[config.mk]
export PLATFORM = sky130hd
export DESIGN_NAME = sigma_delta_edge_codec
export DESIGN_NICKNAME = d
export VERILOG_FILES = /design/src/design/sigma_delta_edge_codec.v
export VERILOG_INCLUDE_DIRS = /design/src /design/src/design
export SDC_FILE = /design/constraint.sdc
export NUM_CORES = 1
export LEC_CHECK = 0
export BUFFER_PORTS_ARGS = -buffer_cell sky130_fd_sc_hd__buf_4
export CORE_MARGIN = 8
export CORE_UTILIZATION = 55
export CTS_CLUSTER_DIAMETER = 50
export DETAILED_ROUTE_END_ITERATION = 12
export PLACE_DENSITY = 0.73
export SLEW_MARGIN = 20
export SYNTH_ARGS = -nofsm -noshare
export SYNTH_HDL_FRONTEND = slang
export SYNTH_SLANG_ARGS = --single-unit
[constraint.sdc]
create_clock -name ref_clk -period 13.1 [get_ports ref_clk]
set_input_delay 0.655 -clock ref_clk [delete_from_list [all_inputs] [get_ports ref_clk]]
set_output_delay 0.655 -clock ref_clk [all_outputs]
set_load 0.02 [all_outputs]
[src/design/sdm_codec_map.vh]
`ifndef SDM_CODEC_MAP_VH
`define SDM_CODEC_MAP_VH
// =====================================
// clocking
`define CLK_PERIOD_NS 8
`define MOD_RATE_KHZ 6000
`define REF_RATE_KHZ 125000
// modulator sample divider, 125 MHz / 6 MHz rounded down
`define MOD_DIV (`REF_RATE_KHZ / `MOD_RATE_KHZ)
// =====================================
// modulator widths and levels
`define SAMPLE_W 16
`define ACC_W 24
`define FULL_SCALE 24'h007FFF
// =====================================
// encoder pulse widths in ref_clk cycles
`define PULSE_SHORT 2
`define PULSE_LONG 5
// every Nth pulse is stretched
`define STRETCH_EVERY 4
// =====================================
// decoder time-out in ref_clk cycles
`define TIMEOUT_CYC 200
`define CNT_W 8
// =====================================
// fifo
`define FIFO_W 16
`define FIFO_D 16
`define FIFO_AW 4
`endif

[src/design/sigma_delta_edge_codec.v]
// Operation
// - modulator sampled at about 6 MHz; bitstream average tracks input
// - second order: two integrators and a comparator once per sample
// - encoder emits one pulse per bitstream transition, both directions
// - every fourth encoder pulse is stretched; the decoder only uses rising edges, not pulse width
// - decoder toggles recovered data on each encoded rising edge
// - decoder is two toggle flip-flops with two time-out circuits
// - the two flip-flops run in opposite phase, giving a complementary pair
// - recovered pair goes straight to the dac outputs
`timescale 1ns/10ps
`default_nettype none
`include "sdm_codec_map.vh"

// =====================================
// sample fifo
module sample_fifo #(
  parameter WIDTH = 16,
  parameter DEPTH = 16,
  parameter AW = 4
) (
  // clock and reset
  input wire ref_clk,
  input wire rst,
  // write side
  input wire inValid,
  output wire inReady,
  input wire [WIDTH-1:0] inData,
  // read side
  output wire outValid,
  input wire outReady,
  output wire [WIDTH-1:0] outData
);
  reg [WIDTH-1:0] mem [0:DEPTH-1];
  reg [AW:0] wrPtr_r;
  reg [AW:0] rdPtr_r;
  wire full;
  wire empty;
  assign empty = (wrPtr_r == rdPtr_r);
  assign full = (wrPtr_r[AW-1:0] == rdPtr_r[AW-1:0]) && (wrPtr_r[AW] != rdPtr_r[AW]);
  assign inReady = !full;
  assign outValid = !empty;
  assign outData = mem[rdPtr_r[AW-1:0]];
  always @(posedge ref_clk)
  begin
    if (inValid && !full)
      mem[wrPtr_r[AW-1:0]] <= inData;
  end
  always @(posedge ref_clk)
  begin
    if (rst)
    begin
      wrPtr_r <= {(AW+1){1'b0}};
      rdPtr_r <= {(AW+1){1'b0}};
    end
    else
    begin
      if (inValid && !full)
        wrPtr_r <= wrPtr_r + 1'b1;
      if (outReady && !empty)
        rdPtr_r <= rdPtr_r + 1'b1;
    end
  end
endmodule

// =====================================
// top
module sigma_delta_edge_codec (
  // clock and reset
  input wire ref_clk,
  input wire rst,
  // input samples, signed
  input wire sampleValid,
  output wire sampleReady,
  input wire [`SAMPLE_W-1:0] sampleData,
  // modulator bitstream and optical drive
  output reg modBit,
  output reg ledDrive,
  // optical receive pin, asynchronous
  input wire detIn,
  // recovered differential data to dac
  output reg dacPos,
  output reg dacNeg
);
  // =====================================
  // sample pacing and fifo
  // integer constants are cut on purpose where they meet narrow counters
  localparam integer DIV_LAST = `MOD_DIV - 1;
  localparam integer LONG_LAST = `PULSE_LONG - 1;
  localparam integer SHORT_LAST = `PULSE_SHORT - 1;
  reg [7:0] div_r;
  wire tick;
  wire fifoValid;
  wire [`FIFO_W-1:0] fifoData;
  reg [`SAMPLE_W-1:0] held_r;
  assign tick = (div_r == DIV_LAST[7:0]);
  always @(posedge ref_clk)
  begin
    if (rst)
      div_r <= 8'h00;
    else if (tick)
      div_r <= 8'h00;
    else
      div_r <= div_r + 8'h01;
  end
  // fifo drains one sample per modulator tick, so a fast source is held back
  sample_fifo #(.WIDTH(`FIFO_W), .DEPTH(`FIFO_D), .AW(`FIFO_AW)) u_fifo (
    .ref_clk(ref_clk),
    .rst(rst),
    .inValid(sampleValid),
    .inReady(sampleReady),
    .inData(sampleData),
    .outValid(fifoValid),
    .outReady(tick),
    .outData(fifoData)
  );
  // last sample is reused when the fifo runs dry
  always @(posedge ref_clk)
  begin
    if (rst)
      held_r <= 16'h0000;
    else if (tick && fifoValid)
      held_r <= fifoData;
  end

  // =====================================
  // second-order modulator
  reg signed [`ACC_W-1:0] int1_r;
  reg signed [`ACC_W-1:0] int2_r;
  wire signed [`ACC_W-1:0] xIn;
  wire signed [`ACC_W-1:0] fb;
  wire signed [`ACC_W-1:0] int1Nxt;
  wire signed [`ACC_W-1:0] int2Nxt;
  assign xIn = {{(`ACC_W-`SAMPLE_W){held_r[`SAMPLE_W-1]}}, held_r};
  assign fb = modBit ? `FULL_SCALE : -`FULL_SCALE;
  assign int1Nxt = int1_r + xIn - fb;
  assign int2Nxt = int2_r + int1Nxt - fb;
  always @(posedge ref_clk)
  begin
    if (rst)
    begin
      int1_r <= 24'h000000;
      int2_r <= 24'h000000;
      modBit <= 1'b0;
    end
    else if (tick)
    begin
      int1_r <= int1Nxt;
      int2_r <= int2Nxt;
      modBit <= !int2Nxt[`ACC_W-1];
    end
  end

  // =====================================
  // edge encoder
  reg prevBit_r;
  reg [2:0] pulseCnt_r;
  reg [1:0] edgeCnt_r;
  wire edgeSeen;
  assign edgeSeen = modBit ^ prevBit_r;
  always @(posedge ref_clk)
  begin
    if (rst)
    begin
      prevBit_r <= 1'b0;
      pulseCnt_r <= 3'h0;
      edgeCnt_r <= 2'h0;
      ledDrive <= 1'b0;
    end
    else
    begin
      prevBit_r <= modBit;
      // pulses fit well inside one sample period, so they never overlap
      if (edgeSeen)
      begin
        edgeCnt_r <= edgeCnt_r + 2'h1;
        ledDrive <= 1'b1;
        if (edgeCnt_r == `STRETCH_EVERY - 1)
          pulseCnt_r <= LONG_LAST[2:0];
        else
          pulseCnt_r <= SHORT_LAST[2:0];
      end
      else if (pulseCnt_r != 3'h0)
        pulseCnt_r <= pulseCnt_r - 3'h1;
      else
        ledDrive <= 1'b0;
    end
  end

  // =====================================
  // decoder
  reg det1_r;
  reg det2_r;
  reg det3_r;
  reg [`CNT_W-1:0] toP_r;
  reg [`CNT_W-1:0] toN_r;
  wire rise;
  // det1_r is only read by det2_r
  always @(posedge ref_clk)
  begin
    if (rst)
    begin
      det1_r <= 1'b0;
      det2_r <= 1'b0;
      det3_r <= 1'b0;
    end
    else
    begin
      det1_r <= detIn;
      det2_r <= det1_r;
      det3_r <= det2_r;
    end
  end
  assign rise = det2_r && !det3_r;
  // one time-out per flip-flop; an idle stream means the bit stopped low
  always @(posedge ref_clk)
  begin
    if (rst)
    begin
      dacPos <= 1'b0;
      dacNeg <= 1'b1;
      toP_r <= 8'h00;
      toN_r <= 8'h00;
    end
    else if (rise)
    begin
      dacPos <= !dacPos;
      dacNeg <= !dacNeg;
      toP_r <= 8'h00;
      toN_r <= 8'h00;
    end
    else
    begin
      if (toP_r == `TIMEOUT_CYC - 1)
        dacPos <= 1'b0;
      else
        toP_r <= toP_r + 8'h01;
      if (toN_r == `TIMEOUT_CYC - 1)
        dacNeg <= 1'b1;
      else
        toN_r <= toN_r + 8'h01;
    end
  end
endmodule
`default_nettype wire

==> reports/qor.txt, run 1 <==
number of placed I/O pins -> 25
complex-gate fraction of the synthesized area -> 6.51%
overall routed net length -> 35.9 mm
library cell with the largest summed area after synthesis -> sky130_fd_sc_hd__edfxtp_1
crit path time final -> 5.65 ns
number of nets in the finished design -> 1451
CP Max Fanout -> 40
wire length of the first global-routing pass -> 56.7 mm
Post-CTS Repair Setup Buffers -> 0
commonest cells after routing, fill and taps aside -> sky130_fd_sc_hd__edfxtp_1 (256), sky130_fd_sc_hd__nor2_1 (115), sky130_fd_sc_hd__inv_1 (109), sky130_fd_sc_hd__dfxtp_1 (108), sky130_fd_sc_hd__a21oi_1 (85)
area used by multi-input combinational logic -> 6800 um2
grt total ovfl -> 0
GP Congestion -> 0.846
leakage power total -> 7.16 nW
number of remaining DRC errors -> 0
multiplexer share of the synthesized area -> 11.0%
antenna violations before repair -> 0
RSZ-0062 raised after global routing -> no
share of synthesized registers carrying an async set or reset -> 0%
Place WS -> 7.44 ns
post-cts hold buffer count -> 0
class of the most critical setup path -> register to register
synth top area cells -> sky130_fd_sc_hd__edfxtp_1 (45%), sky130_fd_sc_hd__dfxtp_1 (13%), sky130_fd_sc_hd__mux4_2 (10%)
post-synthesis register bit count -> 367
post-synthesis share of cell area spent on full adders, half adders and majority gates -> 9.55%
Initial Util -> 55.2%
GRT met2 Usage -> 34.3%
share of the synthesized area in the top cell type -> 44.6%
Cell Rows -> 65
class of the worst hold path -> input port to register
clock tree from TritonCTS -> yes
number of max-capacitance violations reported -> 0
busiest metal layer after global routing -> met2
clock buffer count from CTS -> 44
first-iteration detailed-routing DRC count -> 672
CTS clk-pin slew, worst paths -> 0.06 ns
detailed-route wire length per cell -> 20.3 um
Worst Clk Skew -> 0.0390 ns
number of synthesized flops with an enable pin -> 256
count of endpoints failing hold in the final timing report -> 0
CTS max path bufs -> 3
remaining antenna violation count -> 0
Die Height -> 193 um
DR pass1 iterations -> 5
met1 track demand over resource -> 25.0%
Synth-to-Final Area Change -> 12.3%
arrival time of the worst setup path -> 6.08 ns
endpoint required time on the critical path -> 13.53 ns
post-synthesis simple-gate area fraction -> 7.88%
total negative slack -> 0 ns
number of I/O port buffers -> 24
setup violation total in the final timing report -> 0
post-CTS resize count -> 0
most common cell after layout, fill and taps aside -> sky130_fd_sc_hd__edfxtp_1
slew of the pin with the lowest slew margin -> 1.02 ns
count of yosys warnings during synthesis -> 0
GRT met3 Usage -> 3.74%
setup slack of the critical path after layout -> 7.45 ns
main combinational cell family by area after synthesis -> multiplexers
total die area -> 37300 um2
outcome -> completed
proportion of layout cells with a drive suffix above 1 -> 16.4%
Num Clock Sinks -> 367
Critical Path Sink Type -> register
filler cell count in the final layout -> 2358
antenna fix cells -> 0
cell count after synthesis -> 1283
Die W -> 193 um
cell area power density -> 128 nW/um2
area taken by flip-flops and latches -> 9920 um2
largest net degree at the start of global routing -> 83
area of the mapped netlist -> 17200 um2
type of origin of the critical path -> register
max-slew violations -> 0
average via count per standard cell -> 5.71
Synth Net Count -> 1407
HPWL after detailed placement -> 21.3 mm
clock tree root buffer cell -> sky130_fd_sc_hd__clkbuf_16
Clk Latency, worst-skew pair -> 0.57 ns
GRT Resource Usage Total -> 19.9%
Avg Inst Size Synth -> 13.4 um2
Clock H-tree levels -> 2
part of the cycle the worst path needs -> 43.2%
core area -> 31200 um2
commonest register cell after synthesis -> sky130_fd_sc_hd__edfxtp_1
IR Drop Worst-Case VDD -> 137 uV
maximum achievable frequency -> 0.177 GHz
via count of the first global-routing pass -> 10300
Slew Limit Headroom -> 31.1%
Synth Area in XOR/XNOR -> 4.11%
sequential cell area fraction in the yosys report -> 57.5%
post-synthesis cell type count -> 58
total via count in the routed design -> 10100
==> registers in the layout, summed over array words and instances, names as in the netlist <==
name and flops:
u_fifo.rdPtr_r 5, toN_r 8, dacPos 1, int1_r 24, det2_r 1, toP_r 8, prevBit_r 1, dacNeg 1
u_fifo.mem 256, held_r 16, int2_r 24, pulseCnt_r 3, ledDrive 1, det3_r 1, div_r 8, modBit 1
edgeCnt_r 2, det1_r 1, u_fifo.wrPtr_r 5
==> area by class of cell <==
cell class	count	share of cell area, %
timing repair buffer	48	1.86
clock buffer	59	6.03
multi-input combinational	757	35.1
inverter	109	2.11
clock inverter	23	1.09
tap	402	2.60
sequential	367	51.2
==> critical path, cell delays in order, from the launching register on <==
cell and delay, ns:
sky130_fd_sc_hd__dfxtp_4 0.49, sky130_fd_sc_hd__buf_4 0.70, sky130_fd_sc_hd__fa_1 0.52, sky130_fd_sc_hd__inv_1 0.06, sky130_fd_sc_hd__ha_1 0.27, sky130_fd_sc_hd__nand4_1 0.15, sky130_fd_sc_hd__a211oi_2 0.07, sky130_fd_sc_hd__or3_1 0.46
sky130_fd_sc_hd__a21oi_2 0.19, sky130_fd_sc_hd__nor3b_2 0.07, sky130_fd_sc_hd__o22ai_1 0.25, sky130_fd_sc_hd__xnor2_1 0.18, sky130_fd_sc_hd__fa_1 0.44, sky130_fd_sc_hd__ha_1 0.37, sky130_fd_sc_hd__a21o_1 0.17, sky130_fd_sc_hd__a21o_1 0.20
sky130_fd_sc_hd__nor3_1 0.14, sky130_fd_sc_hd__o311ai_1 0.13, sky130_fd_sc_hd__o221ai_1 0.11, sky130_fd_sc_hd__xnor2_1 0.17, sky130_fd_sc_hd__xnor2_1 0.11, sky130_fd_sc_hd__a22o_1 0.24
==> synthesized netlist by cell type (5+ instances only) <==
cell                         n
sky130_fd_sc_hd__clkbuf_1   35
sky130_fd_sc_hd__o21ai_0    15
sky130_fd_sc_hd__nand3_1    22
sky130_fd_sc_hd__and3_1      7
sky130_fd_sc_hd__a211oi_1   10
sky130_fd_sc_hd__xnor2_1    38
sky130_fd_sc_hd__nor2_1    127
sky130_fd_sc_hd__a21oi_1    86
sky130_fd_sc_hd__nand4_1    11
sky130_fd_sc_hd__inv_1     109
sky130_fd_sc_hd__o21a_1      5
sky130_fd_sc_hd__o21bai_1    9
sky130_fd_sc_hd__fa_1       46
sky130_fd_sc_hd__nor3_1     14
sky130_fd_sc_hd__buf_2      10
sky130_fd_sc_hd__nand2_1    75
sky130_fd_sc_hd__o21ai_1     5
sky130_fd_sc_hd__ha_1       58
sky130_fd_sc_hd__nor2b_1     9
sky130_fd_sc_hd__xor2_1     43
sky130_fd_sc_hd__and2_1      6
sky130_fd_sc_hd__edfxtp_1  256
sky130_fd_sc_hd__buf_1       5
sky130_fd_sc_hd__mux4_2     80
sky130_fd_sc_hd__dfxtp_1   111
sky130_fd_sc_hd__a21o_1     21
sky130_fd_sc_hd__nand2b_1   12
sky130_fd_sc_hd__mux2i_1     9
==> layer usage <==
layer / routed length (um) / up-vias / part of all wire, %
met5: 0 / - / 0
met4: 1010 / 0 / 2.8
met3: 2090 / 77 / 5.8
met2: 18000 / 291 / 50
met1: 14800 / 4976 / 41
li1: - / 4727 / -
==> report_power, final <==
group          switching [mW]  internal (mW)  total [mW]
registers             0.00849           1.26        1.27
clock network           0.493          0.643        1.14
logic                  0.0468         0.0302      0.0770
==> cell families after synthesis <==
family,Yosys count
xor gates and xnor gates,81
adders and majority gates,104
DFF,367
muxes,89
and+or+nand+nor,302
AOI/OAI and AO/OA,181
buffers and inverters,159
==> worst paths after layout <==
check	end	depth (start not counted)	start	slack, ns
hold reg to reg	int2_r[12]	2	int2_r[12]	0.45
setup / recovery	modBit	21	modBit	7.45
setup reg to reg	modBit	21	modBit	7.45
hold / removal	det1_r	2	detIn	0.31
==> stage by stage <==
stage               instance area (um2)  util [%]  instances  power, mW  hold WS, ns
floorplan                         17200         -       1283       1.33        0.414
detailed placement                18000      57.6       1683       1.36        0.427
global placement                  18000      57.6       1683       1.36        0.429
finish                            19400      62.0       1765       2.48        0.306
global route                      19400      62.0       1765       2.56        0.299
CTS                               19400      62.0       1765       2.50        0.276
Power figures use the tool's default switching activity.
==> inputs of run 2 (changes only) <==
- clock period: 13.1 -> 5.85 ns (I/O delays scaled with it)
==> run 2 against run 1 <==
Compared with the run above: combinational power rose by 120%; die area did not move; clock skew fell by 0.012 ns; critical path type unchanged; flip-flop and latch count did not move.
==> reports/qor.txt, run 2 (synthesis results as in run 1) <==
part of the cycle the worst path needs -> 91.6% (+48 points)
crit path time final -> 5.36 ns (-0.294 ns)
RSZ-0062 raised after global routing -> no
antenna violations before repair -> 2 (+2)
GRT Resource Usage Total -> 19.7% (-0.16 points)
number of placed I/O pins -> 25 (unchanged)
largest net degree at the start of global routing -> 90 (+8.4%)
Clk Latency, worst-skew pair -> 0.56 ns (about the same)
Die Height -> 193 um (unchanged)
outcome -> completed
filler cell count in the final layout -> 2293 (-2.8%)
Clock H-tree levels -> 2 (unchanged)
core area -> 31200 um2 (unchanged)
IR Drop Worst-Case VDD -> 268 uV (+95%)
setup violation total in the final timing report -> 0 (unchanged)
class of the worst hold path -> input port to register
max-slew violations -> 0 (unchanged)
DR pass1 iterations -> 5 (unchanged)
cell area power density -> 296 nW/um2 (+130%)
number of max-capacitance violations reported -> 0 (unchanged)
most common cell after layout, fill and taps aside -> sky130_fd_sc_hd__edfxtp_1
Place WS -> 0.491 ns (-6.95 ns)
commonest cells after routing, fill and taps aside -> sky130_fd_sc_hd__edfxtp_1 (256), sky130_fd_sc_hd__nor2_1 (115), sky130_fd_sc_hd__inv_1 (109), sky130_fd_sc_hd__dfxtp_1 (108), sky130_fd_sc_hd__a21oi_1 (85)
Register-to-Register Path Depth -> 17 (-19%)
clock tree from TritonCTS -> yes
endpoint required time on the critical path -> 6.23 ns (-7.30 ns)
post-route total power -> 5.78 mW (+130%)
number of I/O port buffers -> 24 (unchanged)
number of remaining DRC errors -> 0 (unchanged)
maximum achievable frequency -> 0.187 GHz (+5.5%)
launch point of the worst hold path -> sampleData[8]
via count of the first global-routing pass -> 10200 (-0.52%)
Synth-to-Final Area Change -> 13.1%
detailed-route wire length per cell -> 20.1 um (-1.3%)
total via count in the routed design -> 10100 (-0.0099%)
wire length of the first global-routing pass -> 56.3 mm (-0.80%)
start of the worst register-to-register path -> modBit
RR Endpoint -> int2_r[21]
CP Max Fanout -> 18 (-55%)
arrival time of the worst setup path -> 5.74 ns (-0.34 ns)
number of nets in the finished design -> 1450 (-0.069%)
overall routed net length -> 35.3 mm (-1.6%)
clock tree root buffer cell -> sky130_fd_sc_hd__clkbuf_16
clock buffer count from CTS -> 44 (unchanged)
max reg flops -> 256 (unchanged)
Cell Rows -> 65 (unchanged)
class of the most critical setup path -> register to register
Critical Path Sink Type -> register
slew of the pin with the lowest slew margin -> 1.18 ns (+0.152 ns)
Slew Limit Headroom -> 21.5% (-9.6 points)
setup slack of the critical path after layout -> 0.490 ns (-6.96 ns)
post-CTS resize count -> 0 (unchanged)
GP Congestion -> 0.897 (+6.0%)
count of endpoints failing hold in the final timing report -> 0 (unchanged)
Num Clock Sinks -> 367 (unchanged)
average via count per standard cell -> 5.72 (+0.33%)
Initial Util -> 55.2% (unchanged)
total die area -> 37300 um2 (unchanged)
type of origin of the critical path -> register
Worst Hold Margin -> 0.0209 ns (-0.285 ns)
leakage power total -> 7.22 nW (+0.72%)
CTS clk-pin slew, worst paths -> 0.06 ns (about the same)
Hold Path Cell Cnt -> 1 (-1)
total negative slack -> 0 ns (unchanged)
grt total ovfl -> 0 (unchanged)
Worst Clk Skew -> 0.0275 ns (-0.0116 ns)
reg-to-reg slack, setup -> 0.49 ns (-6.96 ns)
remaining antenna violation count -> 0 (unchanged)
CTS max path bufs -> 3 (unchanged)
Die W -> 193 um (unchanged)
Endpoint, Worst Hold -> u_fifo.mem[15][8]
proportion of layout cells with a drive suffix above 1 -> 16.8% (+0.45 points)
HPWL after detailed placement -> 20.8 mm (-2.3%)
first-iteration detailed-routing DRC count -> 632 (-6.0%)
run 2: changes by cell type in the layout (fill, tap and decap cells not counted), sizes merged:
cell / before / now
clkinvlp: 6 / 9
inv: 116 / 111
clkinv: 10 / 11
buf: 48 / 46
dlygate4sd3: 0 / 1
clkbuf: 59 / 48
diode: 0 / 1
bufinv: 0 / 6
run 2: report_power, final:
group,leakage [nW],internal (mW),total (mW),switching [mW]
Sequential,3.21,2.81,2.83,0.0194
Combinational,3.30,0.0668,0.171,0.104
Clock,0.703,1.69,2.78,1.09
Total,7.22,4.57,5.78,1.21
run 2: routing by layer:
layer | up-vias | GRT usage, % | part of all wire (%)
li1 | 4720 | - | -
met1 | 4933 | 25.4 | 42
met2 | 351 | 33.9 | 50
met3 | 64 | 3.47 | 6.3
met4 | 2 | 6.30 | 2.4
met5 | - | 0 | 0.037
run 2: cell type report:
cell class              instances  area (um2)  share of cell area [%]
repair buffers                 47         355                    1.82
diodes                          1        2.50                  0.0128
multi-input cells             757        6810                    34.9
flip-flops and latches        367        9920                    50.9
clock inverters                28         364                    1.87
well taps                     402         503                    2.58
inverters                     109         409                    2.10
clock buffers                  48        1140                    5.83
run 2: worst max path at each step:
stage,startpoint,endpoint,cells after the start
floorplan,modBit,modBit,21
global placement,modBit,int2_r[21],21
detailed placement,modBit,int2_r[21],17
CTS,modBit,int2_r[21],17
global route,modBit,int2_r[21],21
finish,modBit,int2_r[21],17
run 2: worst max-delay path, cell delays in order, from the launching register on:
cell and delay (ns):
sky130_fd_sc_hd__dfxtp_4 0.45, sky130_fd_sc_hd__fa_1 0.57, sky130_fd_sc_hd__inv_1 0.04, sky130_fd_sc_hd__ha_1 0.32, sky130_fd_sc_hd__a211oi_1 0.41, sky130_fd_sc_hd__a211oi_2 0.16
sky130_fd_sc_hd__or3_1 0.45, sky130_fd_sc_hd__a21oi_1 0.23, sky130_fd_sc_hd__o21ai_0 0.16, sky130_fd_sc_hd__xnor2_1 0.35, sky130_fd_sc_hd__fa_1 0.50, sky130_fd_sc_hd__ha_1 0.39
sky130_fd_sc_hd__nand2_1 0.09, sky130_fd_sc_hd__o311ai_0 0.42, sky130_fd_sc_hd__a21oi_1 0.17, sky130_fd_sc_hd__o21bai_1 0.19, sky130_fd_sc_hd__mux2i_1 0.20, sky130_fd_sc_hd__a21oi_1 0.08
run 2: what timing repair did:
action	4_1_cts	5_1_grt
endpoints found under the hold margin	1	0
hold buffers	1	0
buffers inserted	0	0
run 2: metrics by stage:
step                cell area [um2]  util, %  instances
floorplan                     17200        -       1283
global placement              18000     57.5       1681
detailed placement            18000     57.5       1681
CTS                           19500     62.4       1758
global route                  19500     62.5       1759
finish                        19500     62.5       1759
